### src/design/codec_ctrl_pkg.sv
// Package: register map, field positions, reset values and codes for the codec control bank.
// Assumes one core clock domain; the host writes whole 9-bit words by register address.
package codec_ctrl_pkg;
    localparam int ADDR_W = 7;
    localparam int DATA_W = 9;
    localparam logic [6:0] ADDR_POWER = 7'h06;
    localparam logic [6:0] ADDR_FORMAT = 7'h07;
    localparam logic [6:0] ADDR_SAMPLING = 7'h08;
    localparam logic [6:0] ADDR_ACTIVATE = 7'h09;
    localparam logic [8:0] RST_POWER = 9'h09D;
    localparam logic [8:0] RST_FORMAT = 9'h00A;
    localparam logic [8:0] RST_SAMPLING = 9'h000;
    localparam logic [8:0] RST_ACTIVATE = 9'h000;
    localparam int PWR_LINEIN = 0;
    localparam int PWR_ADC = 2;
    localparam int PWR_DAC = 3;
    localparam int PWR_LINEOUT = 4;
    localparam int PWR_OFF = 7;
    localparam int FMT_LSB = 0;
    localparam int WL_LSB = 2;
    localparam int FMT_PHASE = 4;
    localparam int FMT_SWAP = 5;
    localparam int FMT_MASTER = 6;
    localparam int FMT_BIT_CLOCK_INVERT = 7;
    localparam int SMP_FIXED = 0;
    localparam int SMP_BASE_OVERSAMPLE_RATIO = 1;
    localparam int SR_LSB = 2;
    localparam int SMP_HALVE = 6;
    localparam int ACT_BIT = 0;
    localparam logic [1:0] FMT_DSP = 2'h3;
    localparam logic [1:0] FMT_I2S = 2'h2;
    localparam logic [1:0] FMT_LEFT = 2'h1;
    localparam logic [1:0] FMT_RIGHT = 2'h0;
    localparam logic [8:0] OSR_250 = 9'h0FA;
    localparam logic [8:0] OSR_272 = 9'h110;
    localparam logic [8:0] OSR_256 = 9'h100;
    localparam logic [8:0] OSR_384 = 9'h180;
    localparam int BCLK_HALF_TICKS = 2;
    localparam int SLOT_BITS = 32;
endpackage : codec_ctrl_pkg

### src/design/fmt_if.sv
// Interface: format and sampling fields into the decoder and its decoded answers.
// Assumes both ends sit on the core clock; carries levels only.
`timescale 1ns/100ps
interface fmt_if;
    logic [1:0] formatSel;
    logic [1:0] wordCode;
    logic phaseSel;
    logic fixedMode;
    logic base_oversample_ratio;
    logic [5:0] wordBits;
    logic [1:0] msbDelay;
    logic [8:0] oversampleRatio;
    modport regs (output formatSel, wordCode, phaseSel, fixedMode, base_oversample_ratio,
                  input wordBits, msbDelay, oversampleRatio);
    modport dec (input formatSel, wordCode, phaseSel, fixedMode, base_oversample_ratio,
                 output wordBits, msbDelay, oversampleRatio);
endinterface : fmt_if

### src/design/fmt_decode.sv
// Decoder: turns format and sampling codes into word length, MSB delay and clock ratio.
// Assumes stable register fields; purely combinational.
`timescale 1ns/100ps
module fmt_decode (
    fmt_if.dec f
);
    always_comb begin
        case (f.wordCode)
            2'h3: f.wordBits = 6'h20;
            2'h2: f.wordBits = 6'h18;
            2'h1: f.wordBits = 6'h14;
            default: f.wordBits = 6'h10;
        endcase
    end

    always_comb begin
        if (f.formatSel == codec_ctrl_pkg::FMT_DSP) begin
            f.msbDelay = f.phaseSel ? 2'h2 : 2'h1;
        end else if (f.formatSel == codec_ctrl_pkg::FMT_I2S) begin
            f.msbDelay = 2'h1;
        end else begin
            f.msbDelay = 2'h0;
        end
    end

    always_comb begin
        if (f.fixedMode) begin
            f.oversampleRatio = f.base_oversample_ratio ? codec_ctrl_pkg::OSR_272 : codec_ctrl_pkg::OSR_250;
        end else begin
            f.oversampleRatio = f.base_oversample_ratio ? codec_ctrl_pkg::OSR_384 : codec_ctrl_pkg::OSR_256;
        end
    end
endmodule : fmt_decode

### src/design/codec_ctrl_regs.sv
// Top: control register bank, power state, format decode and master audio clock generation.
// Assumes the host write port is on core_clk; pin inputs are asynchronous and synchronised here.
`timescale 1ns/100ps
module codec_ctrl_regs (
    input wire logic core_clk,
    input wire logic sys_rst,
    input wire logic ctrlWrite,
    input wire logic [6:0] ctrlAddr,
    input wire logic [8:0] ctrlWdata,
    output logic [8:0] ctrlRdata,
    output logic lineInPowerDown,
    output logic adcPowerDown,
    output logic dacPowerDown,
    output logic lineOutPowerDown,
    output logic powerOff,
    output logic standby,
    output logic vmidEnable,
    output logic [1:0] formatSel,
    output logic [5:0] wordBits,
    output logic [1:0] msbDelay,
    output logic dacChannelSwap,
    output logic clockMaster,
    output logic bitClockInvert,
    output logic fixedClockMode,
    output logic [8:0] oversampleRatio,
    output logic [3:0] sampleRateCode,
    output logic coreClockHalve,
    output logic coreClkEnable,
    output logic interfaceActive,
    output logic rightChannelNow,
    input wire logic bitClkIn,
    output logic bitClkOut,
    output logic bitClkOe,
    input wire logic dacFrameIn,
    output logic dacFrameOut,
    output logic dacFrameOe,
    input wire logic adcFrameIn,
    output logic adcFrameOut,
    output logic adcFrameOe
);
    typedef enum logic [1:0] {GEN_IDLE, GEN_RUN} gen_e;

    logic [8:0] powerReg_ff;
    logic [8:0] formatReg_ff;
    logic [8:0] samplingReg_ff;
    logic [8:0] activateReg_ff;
    logic halvePhase_ff;
    gen_e genState_ff;
    gen_e nxt_genState;
    logic [3:0] tickCnt_ff;
    logic bclk_ff;
    logic [5:0] bitCnt_ff;
    logic frameRaw;
    logic bitClkOut_ff;
    logic dacFrameOut_ff;
    logic adcFrameOut_ff;
    logic [1:0] bclkSync_ff;
    logic [1:0] dacSync_ff;
    logic [1:0] adcSync_ff;
    logic rightNow_ff;
    logic genEnable;
    logic frameLevel;
    logic halfDone;

    fmt_if fbus ();

    fmt_decode u_dec (
        .f(fbus)
    );

    always_ff @(posedge core_clk) begin
        if (sys_rst) begin
            powerReg_ff <= codec_ctrl_pkg::RST_POWER;
        end else if (ctrlWrite && ctrlAddr == codec_ctrl_pkg::ADDR_POWER) begin
            powerReg_ff <= ctrlWdata;
        end
    end

    always_ff @(posedge core_clk) begin
        if (sys_rst) begin
            formatReg_ff <= codec_ctrl_pkg::RST_FORMAT;
        end else if (ctrlWrite && ctrlAddr == codec_ctrl_pkg::ADDR_FORMAT) begin
            formatReg_ff <= ctrlWdata;
        end
    end

    always_ff @(posedge core_clk) begin
        if (sys_rst) begin
            samplingReg_ff <= codec_ctrl_pkg::RST_SAMPLING;
        end else if (ctrlWrite && ctrlAddr == codec_ctrl_pkg::ADDR_SAMPLING) begin
            samplingReg_ff <= ctrlWdata;
        end
    end

    always_ff @(posedge core_clk) begin
        if (sys_rst) begin
            activateReg_ff <= codec_ctrl_pkg::RST_ACTIVATE;
        end else if (ctrlWrite && ctrlAddr == codec_ctrl_pkg::ADDR_ACTIVATE) begin
            activateReg_ff <= ctrlWdata;
        end
    end

    // readback of the addressed word; other addresses of the 128 are not held here
    always_ff @(posedge core_clk) begin
        if (sys_rst) begin
            ctrlRdata <= 9'h000;
        end else if (ctrlAddr == codec_ctrl_pkg::ADDR_POWER) begin
            ctrlRdata <= powerReg_ff;
        end else if (ctrlAddr == codec_ctrl_pkg::ADDR_FORMAT) begin
            ctrlRdata <= formatReg_ff;
        end else if (ctrlAddr == codec_ctrl_pkg::ADDR_SAMPLING) begin
            ctrlRdata <= samplingReg_ff;
        end else if (ctrlAddr == codec_ctrl_pkg::ADDR_ACTIVATE) begin
            ctrlRdata <= activateReg_ff;
        end else begin
            ctrlRdata <= 9'h000;
        end
    end

    assign lineInPowerDown = powerReg_ff[codec_ctrl_pkg::PWR_LINEIN];
    assign adcPowerDown = powerReg_ff[codec_ctrl_pkg::PWR_ADC];
    assign dacPowerDown = powerReg_ff[codec_ctrl_pkg::PWR_DAC];
    assign lineOutPowerDown = powerReg_ff[codec_ctrl_pkg::PWR_LINEOUT];
    assign powerOff = powerReg_ff[codec_ctrl_pkg::PWR_OFF];
    assign standby = !powerOff && lineInPowerDown && adcPowerDown && dacPowerDown && lineOutPowerDown;
    assign vmidEnable = !powerOff;

    assign formatSel = formatReg_ff[codec_ctrl_pkg::FMT_LSB +: 2];
    assign dacChannelSwap = formatReg_ff[codec_ctrl_pkg::FMT_SWAP];
    assign clockMaster = formatReg_ff[codec_ctrl_pkg::FMT_MASTER];
    assign bitClockInvert = formatReg_ff[codec_ctrl_pkg::FMT_BIT_CLOCK_INVERT];
    assign fixedClockMode = samplingReg_ff[codec_ctrl_pkg::SMP_FIXED];
    assign sampleRateCode = samplingReg_ff[codec_ctrl_pkg::SR_LSB +: 4];
    assign coreClockHalve = samplingReg_ff[codec_ctrl_pkg::SMP_HALVE];
    assign interfaceActive = activateReg_ff[codec_ctrl_pkg::ACT_BIT];

    assign fbus.formatSel = formatSel;
    assign fbus.wordCode = formatReg_ff[codec_ctrl_pkg::WL_LSB +: 2];
    assign fbus.phaseSel = formatReg_ff[codec_ctrl_pkg::FMT_PHASE];
    assign fbus.fixedMode = fixedClockMode;
    assign fbus.base_oversample_ratio = samplingReg_ff[codec_ctrl_pkg::SMP_BASE_OVERSAMPLE_RATIO];
    assign wordBits = fbus.wordBits;
    assign msbDelay = fbus.msbDelay;
    assign oversampleRatio = fbus.oversampleRatio;

    // core clock halving as an enable phase
    always_ff @(posedge core_clk) begin
        if (sys_rst) begin
            halvePhase_ff <= 1'b0;
        end else if (coreClockHalve) begin
            halvePhase_ff <= !halvePhase_ff;
        end else begin
            halvePhase_ff <= 1'b0;
        end
    end
    assign coreClkEnable = !coreClockHalve || halvePhase_ff;

    // Generator runs only when master, active and powered
    assign genEnable = clockMaster && interfaceActive && !powerOff;

    always_comb begin
        nxt_genState = genState_ff;
        case (genState_ff)
            GEN_IDLE: begin
                if (genEnable) begin
                    nxt_genState = GEN_RUN;
                end
            end
            GEN_RUN: begin
                if (!genEnable) begin
                    nxt_genState = GEN_IDLE;
                end
            end
            default: nxt_genState = GEN_IDLE;
        endcase
    end

    always_ff @(posedge core_clk) begin
        if (sys_rst) begin
            genState_ff <= GEN_IDLE;
        end else begin
            genState_ff <= nxt_genState;
        end
    end

    assign halfDone = coreClkEnable && tickCnt_ff == 4'(codec_ctrl_pkg::BCLK_HALF_TICKS - 1);

    always_ff @(posedge core_clk) begin
        if (sys_rst || genState_ff != GEN_RUN) begin
            tickCnt_ff <= 4'h0;
        end else if (halfDone) begin
            tickCnt_ff <= 4'h0;
        end else if (coreClkEnable) begin
            tickCnt_ff <= tickCnt_ff + 4'h1;
        end
    end

    // Frame advances on the falling bit clock so data sees a full high half
    always_ff @(posedge core_clk) begin
        if (sys_rst || genState_ff != GEN_RUN) begin
            bclk_ff <= 1'b0;
            bitCnt_ff <= 6'h00;
        end else if (halfDone) begin
            bclk_ff <= !bclk_ff;
            if (bclk_ff) begin
                bitCnt_ff <= bitCnt_ff + 6'h01;
            end
        end
    end

    // DSP frame is a one-bit pulse, other formats a half-frame level
    always_comb begin
        if (formatSel == codec_ctrl_pkg::FMT_DSP) begin
            frameRaw = bitCnt_ff == 6'h00;
        end else begin
            frameRaw = bitCnt_ff[5];
        end
    end

    // bit clock inversion on the driven pin
    always_ff @(posedge core_clk) begin
        if (sys_rst) begin
            bitClkOut_ff <= 1'b0;
            dacFrameOut_ff <= 1'b0;
            adcFrameOut_ff <= 1'b0;
        end else begin
            bitClkOut_ff <= bclk_ff ^ bitClockInvert;
            dacFrameOut_ff <= frameRaw && genState_ff == GEN_RUN;
            adcFrameOut_ff <= frameRaw && genState_ff == GEN_RUN;
        end
    end

    assign bitClkOut = bitClkOut_ff;
    assign dacFrameOut = dacFrameOut_ff;
    assign adcFrameOut = adcFrameOut_ff;
    assign bitClkOe = clockMaster;
    assign dacFrameOe = clockMaster;
    assign adcFrameOe = clockMaster;

    always_ff @(posedge core_clk) begin
        if (sys_rst) begin
            bclkSync_ff <= 2'h0;
            dacSync_ff <= 2'h0;
            adcSync_ff <= 2'h0;
        end else begin
            bclkSync_ff <= {bclkSync_ff[0], bitClkIn};
            dacSync_ff <= {dacSync_ff[0], dacFrameIn};
            adcSync_ff <= {adcSync_ff[0], adcFrameIn};
        end
    end

    assign frameLevel = clockMaster ? dacFrameOut_ff : dacSync_ff[1];

    // right channel phase, opposite in I2S
    always_ff @(posedge core_clk) begin
        if (sys_rst) begin
            rightNow_ff <= 1'b0;
        end else if (formatSel == codec_ctrl_pkg::FMT_DSP) begin
            rightNow_ff <= 1'b0;
        end else if (formatSel == codec_ctrl_pkg::FMT_I2S) begin
            rightNow_ff <= frameLevel != fbus.phaseSel;
        end else begin
            rightNow_ff <= frameLevel == fbus.phaseSel;
        end
    end
    assign rightChannelNow = rightNow_ff;

AST_PWR_WRITE:
    assert property (@(posedge core_clk) disable iff (sys_rst)
        ctrlWrite && ctrlAddr == codec_ctrl_pkg::ADDR_POWER |=>
        lineInPowerDown == $past(ctrlWdata[0]) && dacPowerDown == $past(ctrlWdata[3]))
        else $error("power-down bits did not follow the write");

AST_RESET_DEFAULTS:
    assert property (@(posedge core_clk)
        sys_rst |=> powerOff && lineOutPowerDown && formatSel == 2'h2 && sampleRateCode == 4'h0
        && !interfaceActive && !clockMaster)
        else $error("fields not at defaults after reset");

AST_POWEROFF_VMID:
    assert property (@(posedge core_clk) disable iff (sys_rst)
        powerOff |-> !standby && !vmidEnable)
        else $error("reference alive or standby during power-off");

AST_WORD_BITS:
    assert property (@(posedge core_clk) disable iff (sys_rst)
        ctrlWrite && ctrlAddr == codec_ctrl_pkg::ADDR_FORMAT && ctrlWdata[3:2] == 2'h1 |=> wordBits == 6'h14)
        else $error("word length code 01 not 20 bits");

AST_DSP_MSB:
    assert property (@(posedge core_clk) disable iff (sys_rst)
        formatSel == codec_ctrl_pkg::FMT_DSP |-> msbDelay == (formatReg_ff[codec_ctrl_pkg::FMT_PHASE] ? 2'h2 : 2'h1))
        else $error("DSP MSB edge wrong");

AST_SLAVE_NO_DRIVE:
    assert property (@(posedge core_clk) disable iff (sys_rst)
        !clockMaster |-> !bitClkOe && !dacFrameOe && !adcFrameOe)
        else $error("slave drives audio clocks");

AST_RATIO:
    assert property (@(posedge core_clk) disable iff (sys_rst)
        fixedClockMode |-> oversampleRatio == codec_ctrl_pkg::OSR_250 || oversampleRatio == codec_ctrl_pkg::OSR_272)
        else $error("fixed-clock mode ratio wrong");

AST_HALVE:
    assert property (@(posedge core_clk) disable iff (sys_rst)
        coreClockHalve && coreClkEnable && !ctrlWrite |=> !coreClkEnable)
        else $error("halved core clock enabled twice in a row");

AST_PHASE_I2S:
    assert property (@(posedge core_clk) disable iff (sys_rst)
        formatSel == codec_ctrl_pkg::FMT_I2S && $stable(formatReg_ff) && !clockMaster
        |=> rightChannelNow == ($past(dacSync_ff[1]) != $past(formatReg_ff[codec_ctrl_pkg::FMT_PHASE])))
        else $error("I2S right-channel phase wrong");
endmodule : codec_ctrl_regs

### config.mk
export PLATFORM = sky130hd
export DESIGN_NAME = codec_ctrl_regs
export DESIGN_NICKNAME = d
export VERILOG_FILES = /design/src/design/codec_ctrl_pkg.sv /design/src/design/fmt_if.sv /design/src/design/fmt_decode.sv /design/src/design/codec_ctrl_regs.sv
export SDC_FILE = /design/constraint.sdc
export NUM_CORES = 1
export LEC_CHECK = 0
export BUFFER_PORTS_ARGS = -buffer_cell sky130_fd_sc_hd__buf_2
export CAP_MARGIN = 20
export CORE_UTILIZATION = 30
export DETAILED_ROUTE_END_ITERATION = 16
export PLACE_DENSITY = 0.61
export REMOVE_ABC_BUFFERS = 1
export SETUP_SLACK_MARGIN = 0.05
export SYNTH_ARGS = -nofsm -noshare
export SYNTH_HDL_FRONTEND = slang
export SYNTH_SLANG_ARGS = --single-unit
### constraint.sdc
create_clock -name core_clk -period 2.05 [get_ports core_clk]
set_input_delay 0.3075 -clock core_clk [delete_from_list [all_inputs] [get_ports core_clk]]
set_output_delay 0.3075 -clock core_clk [all_outputs]
set_load 0.02 [all_outputs]
==> metrics.md, run 1 <==
| Metric | Value |
|---|---|
| Mapped Area | `3140 um^2` |
| CTS resizes | `0` |
| Critical Path Stages | `5` |
| Adder-cell share of the synthesized area | `2.39%` |
| First-pass GRT wire length | `13.4 mm` |
| Worst Setup End Kind | `register` |
| H-tree depth | `3` |
| Synth Flop Type | `dfxtp_1` |
| CP cell instances | `ha_1 -> nand4bb_1 -> buf_4 -> or4_1 -> a21oi_1` |
| Post-Syn Instances | `369` |
| Core Util, Final | `37.8%` |
| CTS tree | `built` |
| Xor/xnor share of the synthesized area | `0.837%` |
| Worst Setup SP | `tickCnt_ff[0]` |
| Layout area overhead | `19.7%` |
| GRT Residual Overflow | `0` |
| Min Tclk post-route | `1780 ps` |
| Total core area | `9950 um^2` |
| R2r endpoint | `bitCnt_ff[4]` |
| CP Class | `reg2reg` |
| Initial core utilization | `31.5%` |
| Multi-input logic area | `1590 um^2` |
| Number of synthesized flops with an enable pin | `0` |
| Largest family of logic cells by synthesized area | `simple AND/OR/NAND/NOR gates` |
| Crit path DAT | `2040 ps` |
| Wirelength per Cell | `15.0 um` |
| Clk_lat worst skew | `330 ps` |
| Post-synth top cells | `dfxtp_1 (63), nand3_1 (42), o21ai_0 (37)` |
| Synth Area per Inst | `8.51 um^2` |
| Critical path required time | `2310 ps` |
| Worst hold path class | `in2reg` |
| Setup violators final | `0` |
| Crit path capture | `bitCnt_ff[4]` |
| Clock Tree Buf Depth | `2` |
| # fillers | `1013` |
| Routed wire length | `8.39 mm` |
| FFs w/ async S/R, synth | `0%` |
| Post-synthesis compound-gate area fraction | `15.9%` |
| Worst-path fanout max | `5` |
| Max Fclk | `562 MHz` |
| TritonCTS sink count | `63` |
| Simple-Gate Fraction of Synth Area | `26.4%` |
| Post-synthesis sequential area ratio | `40.2%` |
| Final hold violation count | `0` |
| Pin count of the biggest net entering global routing | `46` |
| Leakage | `0.00140 uW` |
| Synthesis Warnings | `0` |
| Setup Buffers After CTS | `0` |
| Most numerous cell in the Yosys netlist | `dfxtp_1` |
| Largest area contributor in the netlist | `dfxtp_1` |
| Hold slack | `189 ps` |
| Mux cell area share after synthesis | `4.54%` |
| Worst-path clk slew | `70 ps` |
| Fin worst setup slack | `270 ps` |
| Drt pass-1 iters | `5` |
| Die Ht | `104 um` |
| Worst Skew | `5.23 ps` |
| Synth Register Bits | `63` |
| Worst VDD drop | `0.338 mV` |
| Residual DRC | `0` |
| Slowest stage delay, CP | `460 ps` |
| Antenna violations before repair | `0` |
| CP delay by family, top | `simple AND/OR/NAND/NOR gates` |
| Top Ports | `75` |
| Synth top area cells | `dfxtp_1 (40%), nand3_1 (6.7%), o21ai_0 (5.9%)` |
| Worst Path Buf+Inv | `1` |
| Hpwl dp | `5.90 mm` |
| Setup slack, reg-to-reg | `270 ps` |
| Synth top area share | `40.2%` |
| Ant. Diodes | `0` |
| Via count | `2922` |
| Final ANT Viol Nets | `0` |
| RSZ-0062 raised after global routing | `no` |
| Element type at the critical path start | `register` |
| Drt initial violations | `219` |
| Tot GR Track Use | `15.5%` |
| Synth unique cells | `46` |
| Vias per cell | `5.22` |
| Total power | `2520 uW` |
| Hold Buf Count CTS | `0` |
| Buffers on Ports | `68` |
| Power Dens Cells | `671 nW/um^2` |
| Die ar. | `10900 um^2` |
| Status | `finished clean` |
| RD Place Congestion | `0.835` |
| FF+latch area | `1260 um^2` |
| R2R Path Start | `tickCnt_ff[0]` |
| Maxcap violations | `0` |
| Final period utilization | `86.9%` |
| Vias in the first global route | `2665` |
| Worst slack at placement | `299 ps` |
| Final net count | `450` |
| CTS buffer count | `9` |
| R2R cell count | `5` |
| Row count | `36` |
| CP max stage cell | `or4_1` |
| Max-slew violation count | `0` |
| Fraction of layout cells with a size suffix above 1 | `25.8%` |
| Clock root buffer | `clkbuf_8` |
| Die X | `104 um` |
-- through the flow --
step	instance area [um^2]	cells	setup TNS (ps)
after floorplan	2900	326	-387
after global placement	3550	544	0
after detailed placement	3550	544	0
after CTS	3760	560	0
after global routing	3760	560	0
final	3760	560	0
-- worst min path at each step --
stage | from | endpoint | depth (start not counted)
final | dacFrameIn | dacSync_ff[0] | 2
after detailed placement | dacSync_ff[0] | dacSync_ff[1] | 1
after floorplan | sys_rst | activateReg_ff[0] | 1
after global routing | dacFrameIn | dacSync_ff[0] | 2
after global placement | dacSync_ff[0] | dacSync_ff[1] | 1
after CTS | dacFrameIn | dacSync_ff[0] | 2
-- logic make-up (layout without fill, tap and decap cells) --
| kind of cell | after synthesis | in the layout |
|---|---|---|
| and+or+nand+nor | 135 | 135 |
| AOI/OAI and AO/OA | 88 | 88 |
| DFF | 63 | 63 |
| buffers and inverters | 59 | 114 |
| muxes | 14 | 14 |
| adders and majority gates | 6 | 6 |
| xor gates and xnor gates | 3 | 3 |
| other | 1 | 4 |
-- layout make-up --
cell class,instances,area share [%]
multi-input combinational,250,42.4
clock buffer,13,4.49
inverter,13,1.30
timing repair buffer,85,12.8
sequential,63,33.6
clock inverter,3,1.07
tap,133,4.43
-- state kept, by name, summed over array words and instances (netlist names) --
signal           count
samplingReg_ff       9
ctrlRdata            9
genState_ff          1
dacSync_ff           2
halvePhase_ff        1
rightChannelNow      1
bclk_ff              1
bitClkOut            1
activateReg_ff       9
powerReg_ff          9
formatReg_ff         9
tickCnt_ff           4
bitCnt_ff            6
adcFrameOut          1
-- cells in the final DEF (no fill, tap or decap), types with 3 or more instances in the layout --
master and instances:
inv_1 12, or4_1 4, xnor2_1 3, o31ai_1 3, a311oi_1 9, nand4_1 8
nor2b_1 7, dfxtp_1 63, buf_2 68, clkbuf_8 12, nand3_1 42, nor2_1 19
a21oi_1 31, nor4bb_1 11, nand2_1 3, ha_1 6, buf_4 16, conb_1 4
o21ai_0 37, mux2i_1 12, nor3_1 10, nand2b_1 13
-- worst reg2reg max path, cell delays in order (launching register included) --
cell and delay [ps]:
dfxtp_1 390, ha_1 260, nand4bb_1 230, buf_4 220
or4_1 460, a21oi_1 140
-- per-layer routing --
layer  share of wire (%)  GRT usage [%]  wire length (um)
met4                 2.2           6.63               184
met3                 6.4           4.01               539
met5                   0              0                 0
met2                  48           24.6              4010
met1                  44           19.7              3660
-- power breakdown --
group / switching (uW) / internal [uW] / total [uW]
Combinational: 108 / 52.6 / 160
Sequential: 2.18 / 1230 / 1230
Clock: 475 / 658 / 1130
Total: 585 / 1940 / 2520
Power figures use the tool's default switching activity.
==> run 2, diff against run 1 <==
Settings changed: PLACE_DENSITY 0.61 to not set.
==> metrics.md, run 2 (synthesized netlist as in run 1, its figures left out) <==
| Metric | Value |
|---|---|
| Worst Setup End Kind | `register (unchanged)` |
| Fin worst setup slack | `260 ps (was 270 ps)` |
| Residual DRC | `0 (unchanged)` |
| Multi-input logic area | `1600 um^2 (was 1590 um^2)` |
| # fillers | `1015 (was 1013)` |
| TritonCTS sink count | `63 (unchanged)` |
| Worst Skew | `7.52 ps (was 5.23 ps)` |
| Most frequent cells in the layout | `buf_2 (68), dfxtp_1 (63), nand3_1 (42) (unchanged)` |
| Max Fclk | `559 MHz (was 562 MHz)` |
| Setup Buffers After CTS | `0 (unchanged)` |
| Initial core utilization | `31.5% (unchanged)` |
| Die ar. | `10900 um^2 (unchanged)` |
| Worst hold path class | `in2reg (unchanged)` |
| Worst-path fanout max | `9 (was 5)` |
| CP Class | `reg2reg (unchanged)` |
| Final net count | `451 (was 450)` |
| Top Ports | `75 (unchanged)` |
| RD Place Congestion | `0.811 (was 0.835)` |
| Routed wire length | `8.47 mm (was 8.39 mm)` |
| Status | `finished clean (unchanged)` |
| Tot GR Track Use | `16.4% (was 15.5%)` |
| RSZ-0062 raised after global routing | `no (unchanged)` |
| Antenna violations before repair | `0 (unchanged)` |
| Total core area | `9950 um^2 (unchanged)` |
| Via count | `2889 (was 2922)` |
| Leakage | `0.00139 uW (was 0.00140 uW)` |
| Setup violators final | `0 (unchanged)` |
| Clk_lat worst skew | `360 ps (was 330 ps)` |
| Commonest non-fill, non-tap cell in the layout | `buf_2 (unchanged)` |
| Layout area overhead | `19.1% (was 19.7%)` |
| Vias per cell | `5.15 (was 5.22)` |
| Hold slack | `178 ps (was 189 ps)` |
| Row count | `36 (unchanged)` |
| Final hold violation count | `0 (unchanged)` |
| Max-slew violation count | `0 (unchanged)` |
| Power Dens Cells | `636 nW/um^2 (was 671 nW/um^2)` |
| Drt initial violations | `234 (was 219)` |
| Maxcap violations | `0 (unchanged)` |
| Drt pass-1 iters | `5 (unchanged)` |
| CTS buffer count | `9 (unchanged)` |
| Core Util, Final | `37.6% (was 37.8%)` |
| First-pass GRT wire length | `14.1 mm (was 13.4 mm)` |
| Fraction of layout cells with a size suffix above 1 | `26.4% (was 25.8%)` |
| Final period utilization | `87.3% (was 86.9%)` |
| GRT Residual Overflow | `0 (unchanged)` |
| Clock Tree Buf Depth | `2 (unchanged)` |
| Hpwl dp | `5.92 mm (was 5.90 mm)` |
| Critical path required time | `2290 ps (was 2310 ps)` |
| Min Tclk post-route | `1790 ps (was 1780 ps)` |
| Pin count of the biggest net entering global routing | `50 (was 46)` |
| CTS tree | `built (unchanged)` |
| Element type at the critical path start | `register (unchanged)` |
| Worst slack at placement | `180 ps (was 299 ps)` |
| Ant. Diodes | `0 (unchanged)` |
| Hold Buf Count CTS | `0 (unchanged)` |
| Buffers on Ports | `68 (unchanged)` |
| FF+latch area | `1260 um^2 (unchanged)` |
| Die Ht | `104 um (unchanged)` |
| Clock root buffer | `clkbuf_8 (unchanged)` |
| H-tree depth | `3 (unchanged)` |
| Crit path DAT | `2030 ps (was 2040 ps)` |
| Final ANT Viol Nets | `0 (unchanged)` |
| Vias in the first global route | `2694 (was 2665)` |
| Die X | `104 um (unchanged)` |
| Worst-path clk slew | `70 ps (about the same)` |
| Wirelength per Cell | `15.1 um (was 15.0 um)` |
| Worst VDD drop | `0.303 mV (was 0.338 mV)` |
==> run 2: cell types whose count changed in the layout (fill, tap and decap cells not counted), sizes merged <==
cell	previous run	this run
bufinv	1	0
clkinv	2	4
clkbuf	13	12
buf	85	86
==> run 2: timing repair <==
action | in CTS | in global routing
hold endpoints to repair | 0 | 0
endpoints found under the setup margin | 0 | 2
resized for setup | 0 | 2
==> run 2: area by class of cell <==
class / instances / area share [%]
clock buffer: 12 / 4.15
timing repair buffer: 86 / 13.0
tap: 133 / 4.45
sequential: 63 / 33.7
inverter: 13 / 1.30
clock inverter: 4 / 0.535
multi-input combinational: 250 / 42.8
==> run 2: worst paths after layout <==
path                 startpoint       endpoint  slack, ps  depth (start not counted)
setup / recovery  tickCnt_ff[0]   bitCnt_ff[5]        260                          4
hold / removal       dacFrameIn  dacSync_ff[0]        180                          2
setup reg to reg  tickCnt_ff[0]   bitCnt_ff[5]        260                          4
hold reg to reg   dacSync_ff[0]  dacSync_ff[1]        450                          1
==> run 2: per-layer routing <==
metal  wire [um]  vias up  global-route usage [%]
met3         515       14                    2.82
met1        3870     1363                    21.7
met4         209        0                    9.08
li1            -     1422                       -
met2        3880       90                    25.1
met5           0        -                       0
==> run 2: worst max-delay path: stages (launching register included) <==
cell and delay [ps]:
dfxtp_1 400, ha_1 270, nand4bb_2 240, nor4b_1 390
mux2_2 370
==> run 2: report_power, final <==
group          total [uW]  internal [uW]  switching, uW
sequential           1230           1230           2.29
combinational         164           54.7            109
clock                 985            496            489
total                2380           1780            600
==> run 2: through the flow <==
stage          TNS, ps  cell area (um^2)  std cells  power (uW)
2_1_floorplan     -387              2900        326        1320
3_3_place_gp         0              3560        545        1420
3_5_place_dp         0              3560        545        1420
4_1_cts              0              3730        561        2400
5_1_grt              0              3740        561        2460
6_report             0              3740        561        2380
